## src/deser_ctrl_pkg.sv

```systemverilog
// Constants and types for the deserializer port, output and pin control block
// How it works
// - Port select bits steer duplicated registers
// - Read returns selected port, port 1 wins
// - Write updates every selected port
// - Oscillator drives LVDS clocks when input lost, outputs enabled and sleep-select clear
// - Power-up starts lock, lock pin low/Z
// - Lock completes, lock pin driven high when sleep-select set
// - Power-down or output disable sets output states
// - Output enable: valid only active and sleep-select
// - Power-down pin high enables, low powers down
// - Interrupt input active low, driven low powered-down
// - Interrupt low forwarded over back channel
// - Pins forward outputs or back inputs per port
// - Secondary lane forward/back pins only in 2-lane mode
// - 4-bit pin codes: 0x5 forward, 0x3 back
// - Pin levels readable; local output mode allowed
// - 18-bit mode adopted from serializer automatically
package deser_ctrl_pkg;

  // Register offsets
  localparam logic [7:0] GEN_CFG_ADDR = 8'h02;
  localparam logic [7:0] LINK_STATUS_ADDR = 8'h1C;
  localparam logic [7:0] PIN0_CFG_ADDR = 8'h1D;
  localparam logic [7:0] PIN12_CFG_ADDR = 8'h1E;
  localparam logic [7:0] PIN3_CFG_ADDR = 8'h1F;
  localparam logic [7:0] PICK_ADDR = 8'h34;
  localparam logic [7:0] PIN_LEVEL_ADDR = 8'h6E;

  // Field positions
  localparam int OUT_EN_BIT = 7;
  localparam int OSC_EN_BIT = 5;
  localparam int SLEEP_SEL_BIT = 4;
  localparam int FIRST_PICK_BIT = 0;
  localparam int SECOND_PICK_BIT = 1;
  localparam int STAT_LOCK_BIT = 0;
  localparam int STAT_ACTIVE_BIT = 1;
  localparam int STAT_TWO_LANE_BIT = 2;
  localparam int STAT_MODE18_BIT = 3;

  // Values after reset
  localparam logic [7:0] GEN_CFG_RESET = 8'h90;
  localparam logic [1:0] PICK_RESET = 2'h1;
  localparam logic [7:0] PIN_CFG_RESET = 8'h00;

  // Pin function codes
  localparam logic [3:0] CODE_FWD_OUT = 4'h5;
  localparam logic [3:0] CODE_BC_IN = 4'h3;
  localparam logic [3:0] CODE_LOCAL_LOW = 4'h1;
  localparam logic [3:0] CODE_LOCAL_HIGH = 4'h9;

  // Drive state of an output group
  typedef enum logic [1:0] {DRIVE_HIZ, DRIVE_LOW, DRIVE_VALID, DRIVE_OSC} drive_e;

endpackage : deser_ctrl_pkg

```

## src/deser_port_output_gpio_ctrl.sv

```systemverilog
// Port-select register bank, output state, interrupt and link pin control
`timescale 1ns/100ps
`default_nettype none

module deser_port_output_gpio_ctrl #(
  parameter int DATA_W = 8
) (
  // Clock and reset
  input wire logic clk,
  input wire logic reset,
  // Pins and link status (asynchronous)
  input wire logic power_down_pin,
  input wire logic serial_active,
  input wire logic lock_done,
  input wire logic two_lane_mode,
  input wire logic remote_18bit_mode,
  input wire logic local_interrupt_input_n,
  input wire logic [7:0] gpio_fwd_value,
  input wire logic [7:0] gpio_pin_in,
  // Local register access
  input wire logic [7:0] reg_addr,
  input wire logic [7:0] reg_wdata,
  input wire logic reg_wr,
  input wire logic reg_rd,
  output logic [7:0] reg_rdata,
  output logic reg_rvalid,
  // Video outputs
  input wire logic [DATA_W-1:0] video_data_in,
  output logic [DATA_W-1:0] video_data_out,
  output logic video_oe_n,
  output logic lvds_clk_en,
  output logic lvds_clk_osc,
  // Lock indicator pin
  output logic lock_out,
  output logic lock_oe_n,
  // Interrupt pin and back channel
  output logic local_interrupt_out,
  output logic local_interrupt_oe_n,
  output logic bc_interrupt,
  // Link pins, lane 1 in bits 7:4
  output logic [7:0] gpio_pin_out,
  output logic [7:0] gpio_pin_oe_n,
  output logic [7:0] bc_gpio_value,
  // Recovery and mode status
  output logic clock_recovery_en,
  output logic color_18bit
);

  localparam int SYNC_W = 22;

  // Nibble of a pin inside the three config bytes of one port
  function automatic logic [3:0] pin_code(input logic [23:0] cfg, input int pin);
    logic [3:0] code;
    code = cfg[3:0];
    case (pin)
      1: code = cfg[11:8];
      2: code = cfg[15:12];
      3: code = cfg[19:16];
      default: code = cfg[3:0];
    endcase
    return code;
  endfunction : pin_code

  // Two-stage synchroniser for every asynchronous input
  logic [SYNC_W-1:0] sync1_reg;
  logic [SYNC_W-1:0] sync2_reg;

  always_ff @(posedge clk) begin
    if (reset) begin
      sync1_reg <= '0;
      sync2_reg <= '0;
    end else begin
      sync1_reg <= {gpio_fwd_value, gpio_pin_in, power_down_pin, serial_active, lock_done,
                    two_lane_mode, remote_18bit_mode, local_interrupt_input_n};
      sync2_reg <= sync1_reg;
    end
  end

  logic [7:0] fwd_s;
  logic [7:0] pin_s;
  logic pwr_on_s;
  logic active_s;
  logic lock_s;
  logic two_lane_s;
  logic mode18_s;
  logic int_n_s;
  logic rst_all;

  assign fwd_s = sync2_reg[21:14];
  assign pin_s = sync2_reg[13:6];
  assign pwr_on_s = sync2_reg[5];
  assign active_s = sync2_reg[4];
  assign lock_s = sync2_reg[3];
  assign two_lane_s = sync2_reg[2];
  assign mode18_s = sync2_reg[1];
  assign int_n_s = sync2_reg[0];
  // Power-down clears all state except the two-stage synchroniser, like a reset
  assign rst_all = reset | ~pwr_on_s;

  // Shared registers
  logic [7:0] gen_cfg_reg;
  logic [1:0] pick_reg;

  always_ff @(posedge clk) begin
    if (rst_all) begin
      gen_cfg_reg <= deser_ctrl_pkg::GEN_CFG_RESET;
    end else if (reg_wr && reg_addr == deser_ctrl_pkg::GEN_CFG_ADDR) begin
      gen_cfg_reg <= reg_wdata;
    end
  end

  always_ff @(posedge clk) begin
    if (rst_all) begin
      pick_reg <= deser_ctrl_pkg::PICK_RESET;
    end else if (reg_wr && reg_addr == deser_ctrl_pkg::PICK_ADDR) begin
      pick_reg <= reg_wdata[1:0];
    end
  end

  // Duplicated pin config, three bytes per port
  logic [23:0] cfg_reg [2];

  always_ff @(posedge clk) begin
    for (int p = 0; p < 2; p++) begin
      if (rst_all) begin
        cfg_reg[p] <= {3{deser_ctrl_pkg::PIN_CFG_RESET}};
      end else if (reg_wr && pick_reg[p]) begin
        unique case (reg_addr)
          deser_ctrl_pkg::PIN0_CFG_ADDR: cfg_reg[p][7:0] <= reg_wdata;
          deser_ctrl_pkg::PIN12_CFG_ADDR: cfg_reg[p][15:8] <= reg_wdata;
          deser_ctrl_pkg::PIN3_CFG_ADDR: cfg_reg[p][23:16] <= reg_wdata;
          default: cfg_reg[p] <= cfg_reg[p];
        endcase
      end
    end
  end

  // Read path; port 1 wins when both picks are set
  logic read_port;
  logic any_port;
  logic [7:0] read_mux;
  logic [7:0] status_byte;
  logic lock_now;

  assign lock_now = lock_s & active_s;
  assign read_port = pick_reg[deser_ctrl_pkg::SECOND_PICK_BIT];
  assign any_port = |pick_reg;

  always_comb begin
    status_byte = 8'h00;
    status_byte[deser_ctrl_pkg::STAT_LOCK_BIT] = lock_now;
    status_byte[deser_ctrl_pkg::STAT_ACTIVE_BIT] = active_s;
    status_byte[deser_ctrl_pkg::STAT_TWO_LANE_BIT] = two_lane_s;
    status_byte[deser_ctrl_pkg::STAT_MODE18_BIT] = mode18_s;
  end

  always_comb begin
    read_mux = 8'h00;
    unique case (reg_addr)
      deser_ctrl_pkg::GEN_CFG_ADDR: read_mux = gen_cfg_reg;
      deser_ctrl_pkg::PICK_ADDR: read_mux = {6'h00, pick_reg};
      deser_ctrl_pkg::LINK_STATUS_ADDR: read_mux = status_byte;
      deser_ctrl_pkg::PIN0_CFG_ADDR: read_mux = any_port ? cfg_reg[read_port][7:0] : 8'h00;
      deser_ctrl_pkg::PIN12_CFG_ADDR: read_mux = any_port ? cfg_reg[read_port][15:8] : 8'h00;
      deser_ctrl_pkg::PIN3_CFG_ADDR: read_mux = any_port ? cfg_reg[read_port][23:16] : 8'h00;
      deser_ctrl_pkg::PIN_LEVEL_ADDR: begin
        if (any_port) begin
          read_mux = {4'h0, read_port ? pin_s[7:4] : pin_s[3:0]};
        end
      end
      default: read_mux = 8'h00;
    endcase
  end

  always_ff @(posedge clk) begin
    if (rst_all) begin
      reg_rdata <= 8'h00;
      reg_rvalid <= 1'b0;
    end else begin
      reg_rvalid <= reg_rd;
      if (reg_rd) begin
        reg_rdata <= read_mux;
      end
    end
  end

  // Output state selection
  deser_ctrl_pkg::drive_e data_mode;
  deser_ctrl_pkg::drive_e lvds_mode;
  logic lock_drive;
  logic lock_hiz;
  logic out_en;
  logic sleep_sel;

  assign out_en = gen_cfg_reg[deser_ctrl_pkg::OUT_EN_BIT];
  assign sleep_sel = gen_cfg_reg[deser_ctrl_pkg::SLEEP_SEL_BIT];

  always_comb begin
    lock_hiz = 1'b0;
    lock_drive = 1'b0;
    data_mode = deser_ctrl_pkg::DRIVE_LOW;
    lvds_mode = deser_ctrl_pkg::DRIVE_LOW;
    if (!out_en) begin
      if (sleep_sel) begin
        lock_drive = lock_now;
        data_mode = deser_ctrl_pkg::DRIVE_HIZ;
        lvds_mode = deser_ctrl_pkg::DRIVE_HIZ;
      end
    end else if (!active_s) begin
      if (!sleep_sel && gen_cfg_reg[deser_ctrl_pkg::OSC_EN_BIT]) begin
        lvds_mode = deser_ctrl_pkg::DRIVE_OSC;
      end
    end else if (sleep_sel) begin
      lock_drive = lock_now;
      data_mode = deser_ctrl_pkg::DRIVE_VALID;
      lvds_mode = deser_ctrl_pkg::DRIVE_VALID;
    end
  end

  // Registered output groups; power-down leaves lock and video outputs floating
  always_ff @(posedge clk) begin
    if (rst_all) begin
      lock_out <= 1'b0;
      lock_oe_n <= 1'b1;
      clock_recovery_en <= 1'b0;
    end else begin
      lock_out <= lock_drive;
      lock_oe_n <= lock_hiz;
      clock_recovery_en <= 1'b1;
    end
  end

  always_ff @(posedge clk) begin
    if (rst_all) begin
      video_data_out <= '0;
      video_oe_n <= 1'b1;
      lvds_clk_en <= 1'b0;
      lvds_clk_osc <= 1'b0;
    end else begin
      video_data_out <= (lvds_mode == deser_ctrl_pkg::DRIVE_VALID) ? video_data_in : '0;
      video_oe_n <= (lvds_mode == deser_ctrl_pkg::DRIVE_HIZ);
      lvds_clk_en <= (lvds_mode == deser_ctrl_pkg::DRIVE_VALID);
      lvds_clk_osc <= (lvds_mode == deser_ctrl_pkg::DRIVE_OSC);
    end
  end

  // Interrupt: pin pulled low while powered down, level sent upstream
  always_ff @(posedge clk) begin
    local_interrupt_out <= 1'b0;
    if (rst_all) begin
      // Plain reset floats the pin; only power-down pulls it low
      local_interrupt_oe_n <= reset;
      bc_interrupt <= 1'b0;
    end else begin
      local_interrupt_oe_n <= 1'b1;
      bc_interrupt <= ~int_n_s;
    end
  end

  // Link pins, lane index k/4, pin index k%4
  for (genvar k = 0; k < 8; k++) begin : g_pin
    logic [3:0] code;
    logic lane_ok;
    logic fwd;
    logic local_out;

    assign code = pin_code(cfg_reg[k / 4], k % 4);
    assign lane_ok = (k < 4) || two_lane_s;
    assign fwd = lane_ok && code == deser_ctrl_pkg::CODE_FWD_OUT;
    assign local_out = code == deser_ctrl_pkg::CODE_LOCAL_LOW || code == deser_ctrl_pkg::CODE_LOCAL_HIGH;

    always_ff @(posedge clk) begin
      if (rst_all) begin
        gpio_pin_out[k] <= 1'b0;
        gpio_pin_oe_n[k] <= 1'b1;
        bc_gpio_value[k] <= 1'b0;
      end else begin
        bc_gpio_value[k] <= lane_ok && code == deser_ctrl_pkg::CODE_BC_IN && pin_s[k];
        if (data_mode == deser_ctrl_pkg::DRIVE_HIZ || !(fwd || local_out)) begin
          gpio_pin_oe_n[k] <= 1'b1;
          gpio_pin_out[k] <= 1'b0;
        end else begin
          gpio_pin_oe_n[k] <= 1'b0;
          if (data_mode == deser_ctrl_pkg::DRIVE_VALID) begin
            gpio_pin_out[k] <= fwd ? fwd_s[k] : (code == deser_ctrl_pkg::CODE_LOCAL_HIGH);
          end else begin
            gpio_pin_out[k] <= 1'b0;
          end
        end
      end
    end
  end

  always_ff @(posedge clk) begin
    if (rst_all) begin
      color_18bit <= 1'b0;
    end else begin
      color_18bit <= mode18_s;
    end
  end

endmodule : deser_port_output_gpio_ctrl

`default_nettype wire

```

## config.mk

```make
export PLATFORM = sky130hd
export DESIGN_NAME = deser_port_output_gpio_ctrl
export DESIGN_NICKNAME = d
export VERILOG_FILES = /design/src/deser_ctrl_pkg.sv /design/src/deser_port_output_gpio_ctrl.sv
export SDC_FILE = /design/constraint.sdc
export NUM_CORES = 1
export LEC_CHECK = 0
export BUFFER_PORTS_ARGS = -buffer_cell sky130_fd_sc_hd__buf_2
export CAP_MARGIN = 20
export CELL_PAD_IN_SITES_DETAIL_PLACEMENT = 1
export CELL_PAD_IN_SITES_GLOBAL_PLACEMENT = 1
export CORE_MARGIN = 3
export CORE_UTILIZATION = 44
export CTS_CLUSTER_DIAMETER = 60
export DETAILED_ROUTE_END_ITERATION = 10
export HOLD_SLACK_MARGIN = 0.06
export MAX_ROUTING_LAYER = met4
export PLACE_DENSITY = 0.77
export SLEW_MARGIN = 20
export SYNTH_ARGS = -nofsm -noshare
export SYNTH_HDL_FRONTEND = slang
export SYNTH_SLANG_ARGS = --single-unit
```

## constraint.sdc

```tcl
create_clock -name clk -period 2.6 [get_ports clk]
set_input_delay 0.13 -clock clk [delete_from_list [all_inputs] [get_ports clk]]
set_output_delay 0.13 -clock clk [all_outputs]
set_load 0.02 [all_outputs]
```

== Word level (Yosys, flattened, before mapping) ==
Memory sizes are Yosys's and may differ from the RTL's. A register that Yosys moved wholly into a read port is not among the register bits.
Index checks and enable logic that the tools add are counted.
Widths: inputs -> output; s select.

* Add/sub/neg operators: 0
* Multipliers: 0
* Divide/modulo/power cells: 0
* Order comparisons: 0
* Eq/ne operators: 42
* Shift operators: 0
* Mux-type cells: 77
* Bitwise operators: 18
* Reduce and logical (&&, ||, !) cells: 67

{| class="wikitable"
|+ Operators with widths
! operator !! number
|-
| $mux 8 || 15
|-
| $pmux 8 s7 || 1
|-
| $mux 1 || 53
|-
| $eq 4x1->1 const B || 8
|-
| $eq 4x2->1 const B || 8
|-
| $eq 4x3->1 const B || 8
|-
| $eq 4x4->1 const B || 8
|-
| $eq 8x5->1 const B || 4
|-
| $reduce_or 3->1 || 9
|-
| $logic_or 1x1->1 || 24
|-
| $logic_and 1x1->1 || 21
|-
| $or 1x1->1 || 13
|-
| $mux 2 || 6
|-
| $logic_not 1->1 || 9
|-
| $eq 8x2->1 const B || 1
|-
| $eq 8x6->1 const B || 1
|-
| $eq 8x7->1 const B || 1
|-
| $mux 4 || 2
|-
| $eq 2x2->1 const B || 3
|-
| $logic_not 2->1 || 2
|-
| $not 1->1 || 4
|-
| $reduce_or 2->1 || 2
|-
| $and 1x1->1 || 1
|}

* Register bits after elaboration: 104
* Bits in latches: 0
* Bits in writable memories: 48
* Memory bits (read-only): 0
* Input bits: 50
* Output and inout bits: 51
* Word-level logic and storage cells: 245
* Memories: 1

{| class="wikitable"
|+ Memory list
! name !! depth !! width !! rd ports !! clocked after Yosys merged registers in !! wr ports !! line !! RTL
|-
| cfg_reg || 2 || 24 || 3 || 1 || 2 || deser_port_output_gpio_ctrl.sv:121 || <nowiki>logic [23:0] cfg_reg [2];</nowiki>
|}

== Logic depth before layout (Yosys ltp) ==
Gate-level depths: netlist of the first run.

* Word-level depth: 8
* Gate-level depth with buffers: 7
* Depth with buffers taken out: 5

== Least setup slack after synthesis of the first run ==
OpenSTA, ideal clock, no wires.

* Path type: input -> register
* Start: input reg_addr[5]
* End: memory cfg_reg[1][10] (enable)
* Library setup time: 398 ps
* Arrival: 1842 ps
* Required time: 2202 ps
* Setup slack: 360 ps
* Cell stages on the path: 3
* Path buffers: 1
* Cell sequence: or4b_1 > buf_6 > o41ai_1

{| class="wikitable"
|+ RTL lines
! what !! line !! RTL
|-
| start, declared || deser_port_output_gpio_ctrl.sv:21 || <nowiki>input wire logic [7:0] reg_addr,</nowiki>
|-
| end, declared || deser_port_output_gpio_ctrl.sv:121 ||
|}

==> impl_metrics.env, run 1 <==
export IMPL_startpoint_type="flip-flop"
export IMPL_place_gp_congestion=0.879
export IMPL_clock_latency_ns=0.43
export IMPL_dieWidth_um=121
export IMPL_nFillCells=1397
export IMPL_grt_pass1_wl_um=26700
export IMPL_first_iter_violations=423
export IMPL_hold_path_class="primary input to flip-flop"
export IMPL_synth_top_area_cell="dfxtp_1"
export IMPL_ir_drop_uv=409
export IMPL_status="finished, final reports clean"
export IMPL_clock_sinks=153
export IMPL_maxSlewHeadroom_pct=53.9
export IMPL_drt_total_wl_um=17300
export IMPL_largest_reg_flops=48
export IMPL_vias=4500
export IMPL_routed_via_density=5.39
export IMPL_ant_nets=0
export IMPL_overflow=0
export IMPL_placementRows=41
export IMPL_yosysSeqAreaShare_pct=61.4
export IMPL_tightest_slew_ns=0.690
export IMPL_yosysUniqueCellTypes=51
export IMPL_min_period_ns=1.93
export IMPL_synth_top_family_by_area="simple AND/OR/NAND/NOR gates"
export IMPL_period_share_pct=74.4
export IMPL_die_area_um2=14500
export IMPL_synth_async_reset_ratio_pct=0
export IMPL_dieHeight_um=121
export IMPL_end_kind="flip-flop"
export IMPL_yosysTopAreaCellShare_pct=36.4
export IMPL_drt_first_pass_iters=5
export IMPL_finalHoldViolCount=0
export IMPL_cts_clk_slew_worst_paths_ns=0.06
export IMPL_cap_violations=0
export IMPL_critPathRequiredTime_ns=2.92
export IMPL_powerDensity_nw_per_um2=715
export IMPL_synth_edf_count=48
export IMPL_cts_buffers=17
export IMPL_worstPathMaxFanout=13
export IMPL_yosys_warnings=0
export IMPL_synth_area_per_cell_um2=11.3
export IMPL_synth_fa_ha_area_share_pct=0
export IMPL_htree_levels=4
export IMPL_ys_top_cells_by_area="dfxtp_1, edfxtp_1, and2_1, nor2b_1, mux2i_1"
export IMPL_grt_max_degree=46
export IMPL_p_leak_nw=3.05
export IMPL_n_antenna_cell=0
export IMPL_syn_inst=509
export IMPL_hpwl_um=12000
export IMPL_slew_viol_final=0
export IMPL_synth_simple_gate_area_share_pct=24.3
export IMPL_cp_arrival_ns=2.25
export IMPL_skew_ns=0.00590
export IMPL_muxShareOfSynthArea_pct=2.62
export IMPL_port_buffers=99
export IMPL_synthToLayoutAreaGrowth_pct=28.8
export IMPL_worst_slack_ns=0.666
export IMPL_fin_tns_setup_ns=0
export IMPL_synth_compound_area_share_pct=8.84
export IMPL_critPathKind="flip-flop to flip-flop"
export IMPL_track_usage_pct=25.5
export IMPL_final_util_pct=58.4
export IMPL_syn_nets=559
export IMPL_synthXorXnorAreaFrac_pct=0.152
export IMPL_whs_ns=0.0726
export IMPL_cts_tree="built"
export IMPL_dpl_cell_count=768
export IMPL_grt_pass1_vias=4740
export IMPL_setup_violations=0
export IMPL_drc_errors=0
export IMPL_drive_gt1_share_pct=22.6
export IMPL_syn_area_um2=5770
export IMPL_cts_resized=0
export IMPL_antenna_found_initial=0
export IMPL_routedWlPerCell_um=20.7
export IMPL_ys_ff_latch=153
export IMPL_finalNonFillerCells=835
export IMPL_max_freq_mhz=517
export IMPL_final_nets=700
export IMPL_core_area_um2=12700
export IMPL_synthFlopType="dfxtp_1"
export IMPL_dp_slack_ns=0.462
export IMPL_clock_root_buffer="clkbuf_16"
export IMPL_rsz0062_at_grt="false"
export IMPL_num_io_pins=101
export IMPL_cts_max_path_buffers=2
export IMPL_initial_core_util_pct=45.4
-- path summary, 6_finish.rpt --
check / startpoint / to / slack [ns] / cells past startpoint
worst max register to register: flip-flop / reg_rdata[1]$_SDFFE_PN0P_ / 0.67 / 5
worst max-delay path: flip-flop / reg_rdata[1]$_SDFFE_PN0P_ / 0.67 / 5
worst min-delay path: reg_wdata[6] / gen_cfg_reg[6]$_SDFFE_PN0P_ / 0.07 / 3
worst min register to register: sync2_reg[0]$_SDFF_PP0_ / bc_interrupt$_SDFF_PN0_ / 0.39 / 1
-- critical path, cell delays in order (launching register included) --
cell	delay, ns
dfxtp_1	0.76
mux2i_1	0.28
o22ai_1	0.10
o21ai_0	0.26
o2111ai_1	0.18
a22o_1	0.23
-- placed cells by master, fill, tap and decap left out, types with 8 or more instances in the layout --
cell | Yosys | final
nand4b_1 | 11 | 11
mux2i_1 | 14 | 14
buf_2 | 7 | 99
and2_1 | 61 | 61
inv_1 | 11 | 11
nor2_1 | 12 | 12
clkbuf_16 | 0 | 19
edfxtp_1 | 48 | 48
dfxtp_1 | 105 | 105
a21oi_1 | 18 | 18
dlygate4sd3_1 | 0 | 35
buf_4 | 1 | 12
nand2_1 | 31 | 31
o21ai_0 | 16 | 16
nor2b_1 | 48 | 48
nand3_1 | 21 | 21
nor3_1 | 11 | 11
a22o_1 | 10 | 10
a211oi_1 | 8 | 8
-- power breakdown --
group | switching (mW) | total, mW | internal [mW]
Clock | 0.971 | 2.55 | 1.58
Sequential | 0.0365 | 2.54 | 2.51
Combinational | 0.118 | 0.222 | 0.104
-- synthesized netlist by cell type (8+ instances only) --
master    number
nor2_1        12
and2_1        61
clkbuf_1      14
o21ai_0       16
a22o_1        10
inv_1         11
dfxtp_1      105
nand4b_1      11
nand3_1       21
mux2i_1       14
edfxtp_1      48
nor3_1        11
a211oi_1       8
a21oi_1       18
nor2b_1       48
nand2_1       31
-- area by class of cell --
type | count | area, µm² | share of cell area (%)
Sequential cell | 153 | 3540 | 47.7
Multi-Input combinational cell | 321 | 2080 | 27.9
Timing Repair Buffer | 146 | 936 | 12.6
Clock buffer | 23 | 510 | 6.87
Tap cell | 172 | 215 | 2.90
Clock inverter | 9 | 109 | 1.46
Inverter | 11 | 41.3 | 0.556
-- timing repair --
item                      in CTS  in global routing
hold buffers                  35                  0
hold endpoints to repair      36                  0
setup buffers                  0                  0
-- cell families (layout without fill, tap and decap cells) --
group,count (synthesis),in the layout
compound gates,75,75
xor+xnor,1,1
buf+inv,35,189
flops,153,153
mux,15,15
other cells,1,1
simple gates,229,229
-- through the flow --
step | area, µm² | total power, mW
2_1_floorplan | 5770 | 2.67
3_3_place_gp | 6460 | 2.76
3_5_place_dp | 6460 | 2.77
4_1_cts | 7430 | 5.34
5_1_grt | 7430 | 5.48
6_report | 7430 | 5.32
-- per-layer routing --
layer	part of all wire [%]	GRT usage, %	wire [µm]	vias to the layer above
met5	0	-	0	-
met4	3.5	11.6	612	0
met3	7.1	6.13	1230	48
met2	50	42.0	8710	192
met1	39	29.8	6780	2164
li1	-	-	-	2096
(Power assumes the default switching activity.)
==> run 2: changes to the inputs <==
==> constraint.sdc (replaced) <==
create_clock -name clk -period 1.8 [get_ports clk]
set_input_delay 0.09 -clock clk [delete_from_list [all_inputs] [get_ports clk]]
set_output_delay 0.09 -clock clk [all_outputs]
set_load 0.02 [all_outputs]
==> run 2 against run 1 <==
Compared with the run above: sequential share of layout area down 1.1 points; first-iteration DRC count down 27%; count of clock-buffer cells in the layout down 2; worst setup slack worse by 0.52 ns; critical path type unchanged; largest cell class unchanged; highest routed layer unchanged.
==> impl_metrics.env, run 2 (synthesis results as in run 1) <==
export IMPL_finalHoldViolCount=0
export IMPL_drive_gt1_share_pct=25.2
export IMPL_reg2reg_slack_ns=0.15
export IMPL_n_antenna_cell=0
export IMPL_vias=4593
export IMPL_ir_drop_uv=557
export IMPL_final_common_cell="dfxtp_1"
export IMPL_grt_pass1_vias=4818
export IMPL_powerDensity_nw_per_um2=981
export IMPL_critPathKind="flip-flop to flip-flop"
export IMPL_track_usage_pct=26.8
export IMPL_ant_nets=0
export IMPL_critPathRequiredTime_ns=2.10
export IMPL_clock_sinks=153
export IMPL_port_buffers=99
export IMPL_dieWidth_um=121
export IMPL_drt_first_pass_iters=5
export IMPL_synthToLayoutAreaGrowth_pct=31.7
export IMPL_placementRows=41
export IMPL_drc_errors=0
export IMPL_cap_violations=0
export IMPL_cts_tree="built"
export IMPL_routedWlPerCell_um=21.4
export IMPL_cts_max_path_buffers=2
export IMPL_min_period_ns=1.65
export IMPL_power_total_mw=7.46
export IMPL_hold_path_class="primary input to flip-flop"
export IMPL_tightest_slew_ns=0.631
export IMPL_finalInstanceArea_um2=7600
export IMPL_die_area_um2=14500
export IMPL_p_leak_nw=3.14
export IMPL_worstPathMaxFanout=8
export IMPL_worstPathCellList="nand2b_2 > inv_1 > nand3_1 > a21oi_1 > and2_1"
export IMPL_critical_path_n_buffers_inverters=1
export IMPL_period_share_pct=91.8
export IMPL_grt_pass1_wl_um=27600
export IMPL_place_gp_congestion=0.952
export IMPL_setup_violations=0
export IMPL_dpl_instance_area_um2=6670
export IMPL_num_io_pins=101
export IMPL_core_area_um2=12700
export IMPL_skew_ns=0.00910
export IMPL_largest_reg_flops=48
export IMPL_startpoint_type="flip-flop"
export IMPL_initial_core_util_pct=45.4
export IMPL_maxSlewHeadroom_pct=57.9
export IMPL_cts_clk_slew_worst_paths_ns=0.06
export IMPL_grt_max_degree=46
export IMPL_overflow=0
export IMPL_final_nets=724
export IMPL_slew_viol_final=0
export IMPL_drt_total_wl_um=18400
export IMPL_cts_buffers=17
export IMPL_cp_top_family="compound AO/OA/AOI/OAI gates"
export IMPL_crit_slowest_cell="a21oi_1"
export IMPL_routed_via_density=5.35
export IMPL_hpwl_um=13100
export IMPL_clock_latency_ns=0.43
export IMPL_antenna_found_initial=1
export IMPL_cp_slowest_stage_delay_ns=0.55
export IMPL_end_kind="flip-flop"
export IMPL_rsz0062_at_grt="false"
export IMPL_htree_levels=4
export IMPL_postCtsSetupBuffers=0
export IMPL_clock_root_buffer="clkbuf_16"
export IMPL_dieHeight_um=121
export IMPL_max_freq_mhz=605
export IMPL_final_cell_mix="dfxtp_1, buf_2, and2_1"
export IMPL_first_iter_violations=309
export IMPL_status="finished, final reports clean"
export IMPL_cp_arrival_ns=1.96
[run 2: cell types whose count changed in the layout (fill, tap and decap cells not counted), sizes merged]
cell | before | now
buf | 111 | 133
bufinv | 2 | 1
clkbuf | 23 | 21
clkinv | 4 | 6
clkinvlp | 2 | 1
dlygate4sd3 | 35 | 37
inv | 12 | 14
[run 2: path summary, 6_finish.rpt]
kind | from | to | cells after the start
min reg2reg | sync2_reg[0]$_SDFF_PP0_ | bc_interrupt$_SDFF_PN0_ | 1
min | reg_wdata[6] | gen_cfg_reg[6]$_SDFFE_PN0P_ | 3
max reg2reg | sync2_reg[5]$_SDFF_PP0_ | cfg_reg[1][15]$_SDFFCE_PN0P_ | 5
max | sync2_reg[5]$_SDFF_PP0_ | cfg_reg[1][15]$_SDFFCE_PN0P_ | 5
[run 2: metrics by stage]
stage	instances	utilization [%]	worst slack (ns)	hold slack [ns]	TNS [ns]
detailed placement	790	52.4	-0.123	0.298	-3.54
global route	859	59.8	0.0485	0.0699	0
floorplan	509	-	-0.0869	0.212	-2.22
global placement	790	52.4	-0.0638	0.294	-1.55
finish	859	59.8	0.148	0.0650	0
CTS	858	59.7	0.0109	0.0639	0
[run 2: final cells by class]
cell class	count	area, µm²
fillers	1374	5120
flip-flops and latches	153	3540
multi-input cells	321	2110
repair buffers	170	1130
clock buffers	21	472
well taps	172	215
clock inverters	11	92.6
inverters	11	41.3
[run 2: repair_timing]
action	4_1_cts	5_1_grt
resized for setup	0	1
hold buffers	36	1
hold endpoints to repair	39	1
setup endpoints to repair	0	17
[run 2: metal layers]
metal | track usage [%] | vias up | wire length (µm)
met5 | - | - | 0
met4 | 11.2 | 0 | 562
met3 | 6.45 | 35 | 1280
met2 | 44.8 | 164 | 9280
met1 | 31.2 | 2250 | 7260
li1 | - | 2144 | -
[run 2: worst register-to-register path, delay by kind of cell (launching register included)]
| family | cells | cell delay, ns |
|---|---|---|
| flip-flops | 1 | 0.34 |
| AND/OR/NAND/NOR | 3 | 0.52 |
| AO/OA/AOI/OAI | 1 | 0.55 |
| buffers and inverters | 1 | 0.12 |
[run 2: where the power goes]
part | internal [mW] | total (mW) | switching [mW] | leakage (nW)
logic | 0.170 | 0.357 | 0.188 | 1.43
registers | 3.62 | 3.68 | 0.0555 | 1.43
clock network | 2.01 | 3.42 | 1.41 | 0.276
==> run 3: changes to the inputs <==
--- a/config.mk
+++ b/config.mk
@@ -5,12 +5,13 @@
 export SDC_FILE = /design/constraint.sdc
 export NUM_CORES = 1
 export LEC_CHECK = 0
+export ABC_AREA = 1
 export BUFFER_PORTS_ARGS = -buffer_cell sky130_fd_sc_hd__buf_2
 export CAP_MARGIN = 20
 export CELL_PAD_IN_SITES_DETAIL_PLACEMENT = 1
 export CELL_PAD_IN_SITES_GLOBAL_PLACEMENT = 1
 export CORE_MARGIN = 3
-export CORE_UTILIZATION = 44
+export CORE_UTILIZATION = 42
 export CTS_CLUSTER_DIAMETER = 60
 export DETAILED_ROUTE_END_ITERATION = 10
 export HOLD_SLACK_MARGIN = 0.06
==> run 3 against run 2 <==
Compared with the run above: hold slack improved by 0.10 ns; clock skew rose by 0.0093 ns; global-route usage fell by 0.57 points; sequential power barely moved; worst setup slack improved by 0.034 ns; synthesized cell count rose by 40%; area after synthesis rose by 5.6%; maximum frequency rose by 2.1%; critical path depth did not move; utilization fell by 4.3 points; register-to-register slack improved by 0.03 ns; critical endpoint is now cfg_reg[0][15]$_SDFFCE_PN0P_; largest power group is now clock.
==> impl_metrics.env, run 3 <==
export IMPL_status="finished, final reports clean"
export IMPL_synth_area_per_cell_um2=8.54
export IMPL_power_total_mw=7.76
export IMPL_clkPwrFrac_pct=47.7
export IMPL_p_int_mw=5.93
export IMPL_startpoint_type="flip-flop"
export IMPL_p_leak_nw=3.53
export IMPL_clock_sinks=153
export IMPL_grt_pass1_wl_um=30900
export IMPL_min_period_ns=1.62
export IMPL_cp_arrival_ns=1.90
export IMPL_syn_nets=764
export IMPL_p_sw_share_pct=23.7
export IMPL_synth_edf_count=48
export IMPL_place_gp_congestion=0.961
export IMPL_synth_common_cells="nor2_1, nand2_1, dfxtp_1, inv_1, edfxtp_1"
export IMPL_slew_viol_final=0
export IMPL_cap_violations=0
export IMPL_dieHeight_um=126
export IMPL_max_freq_mhz=618
export IMPL_rsz0062_at_grt="false"
export IMPL_syn_area_um2=6090
export IMPL_drc_errors=0
export IMPL_powerDensity_nw_per_um2=997
export IMPL_dpl_cell_count=993
export IMPL_final_util_pct=55.5
export IMPL_overflow=0
export IMPL_finalHoldViolCount=0
export IMPL_first_iter_violations=350
export IMPL_dieWidth_um=126
export IMPL_routedWlPerCell_um=18.7
export IMPL_critPathKind="flip-flop to flip-flop"
export IMPL_hold_path_class="primary input to flip-flop"
export IMPL_placementRows=43
export IMPL_yosysTopAreaCellShare_pct=34.5
export IMPL_track_usage_pct=26.3
export IMPL_cts_buffers=17
export IMPL_drive_gt1_share_pct=22.2
export IMPL_final_cell_mix="nor2_1, nand2_1, dfxtp_1"
export IMPL_clock_latency_ns=0.44
export IMPL_worstPathMaxFanout=24
export IMPL_drt_total_wl_um=19800
export IMPL_ir_drop_uv=579
export IMPL_cts_max_path_buffers=2
export IMPL_synth_top_area_cell="dfxtp_1"
export IMPL_yosysMostFrequentCell="nor2_1"
export IMPL_end_kind="flip-flop"
export IMPL_whs_ns=0.166
export IMPL_seq_power_share_pct=47.2
export IMPL_skew_ns=0.0184
export IMPL_cts_clk_slew_worst_paths_ns=0.07
export IMPL_vias=5319
export IMPL_grt_max_degree=46
export IMPL_synth_async_reset_ratio_pct=0
export IMPL_setup_violations=0
export IMPL_ys_ff_latch=153
export IMPL_finalInstanceArea_um2=7790
export IMPL_antenna_found_initial=0
export IMPL_drt_first_pass_iters=5
export IMPL_core_area_um2=14000
export IMPL_ys_top_cells_by_area="dfxtp_1, edfxtp_1, nor2_1, nand2_1, inv_1"
export IMPL_initial_core_util_pct=43.4
export IMPL_yosysUniqueCellTypes=39
export IMPL_synthFlopType="dfxtp_1"
export IMPL_htree_levels=4
export IMPL_n_antenna_cell=0
export IMPL_routed_via_density=5.03
export IMPL_period_share_pct=89.9
export IMPL_port_buffers=99
export IMPL_synthToLayoutAreaGrowth_pct=27.8
export IMPL_die_area_um2=16000
export IMPL_p_switching_mw=1.84
export IMPL_combPwrFrac_pct=5.1
export IMPL_clock_root_buffer="clkbuf_16"
export IMPL_ant_nets=0
export IMPL_syn_inst=714
export IMPL_yosysSeqAreaShare_pct=58.1
export IMPL_final_common_cell="nor2_1"
export IMPL_grt_pass1_vias=5754
export IMPL_critPathRequiredTime_ns=2.08
export IMPL_hpwl_um=13700
export IMPL_finalNonFillerCells=1058
export IMPL_dpl_instance_area_um2=6850
export IMPL_cts_tree="built"
export IMPL_final_nets=915
export IMPL_yosys_warnings=0
export IMPL_num_io_pins=101
export IMPL_largest_reg_flops=48
run 3: cell count changes after synthesis, sizes merged, moves of 16 or more:
cell,before,now
and2,61,0
nor2,13,153
a21oi,18,34
nor2b,48,0
nand2,31,137
inv,11,109
run 3: metrics by stage:
stage          setup TNS [ns]  setup slack, ns
2_1_floorplan               0            0.191
3_3_place_gp                0           0.0347
3_5_place_dp           -0.489          -0.0329
4_1_cts                     0            0.179
5_1_grt                     0           0.0565
6_report                    0            0.182
run 3: cell families after synthesis:
| logic type | share of synthesized area, % |
|---|---|
| compound gates | 7.43 |
| buf+inv | 8.87 |
| other cells | 0.0615 |
| flops | 58.1 |
| simple gates | 25.5 |
run 3: path summary, 6_finish.rpt:
path / from / end / slack [ns] / cells after the start
min reg2reg: sync2_reg[0]$_SDFF_PP0_ / bc_interrupt$_SDFF_PN0_ / 0.39 / 1
max: sync2_reg[5]$_SDFF_PP0_ / cfg_reg[0][15]$_SDFFCE_PN0P_ / 0.18 / 5
max reg2reg: sync2_reg[5]$_SDFF_PP0_ / cfg_reg[0][15]$_SDFFCE_PN0P_ / 0.18 / 5
min: reg_wdata[6] / gen_cfg_reg[6]$_SDFFE_PN0P_ / 0.17 / 3
run 3: routing by layer:
metal  track usage [%]  routed length, µm
met5                 -                  0
met4              10.9                621
met3              4.76               1000
met2              43.9               9970
met1              31.3               8180
run 3: layout make-up:
cell class              instances  area (µm²)
fillers                      1686        6250
clock inverters                14         155
well taps                     180         225
flip-flops and latches        153        3540
inverters                     113         429
repair buffers                151         968
multi-input cells             429        2020
clock buffers                  18         450
run 3: worst max-delay path, cell delays in order (launching register included):
cell and delay, ns:
dfxtp_1 0.35, inv_1 0.10, nor2_8 0.12, buf_4 0.30, nand3_1 0.38, nor2_1 0.23
run 3: power groups by stage:
stage                     Sequential, mW  Clock (mW)  Combinational [mW]
after global placement              3.73           0               0.320
final                               3.66        3.70               0.398
after detailed placement            3.74           0               0.334
after CTS                           3.66        3.72               0.393
after global routing                3.67        3.91               0.438
after floorplan                     3.73           0               0.177
run 3: repair_timing:
action	4_1_cts	5_1_grt
hold endpoints to repair	37	0
setup endpoints to repair	16	0
buffers inserted	0	0
hold buffers	33	0
gates resized for setup	2	0
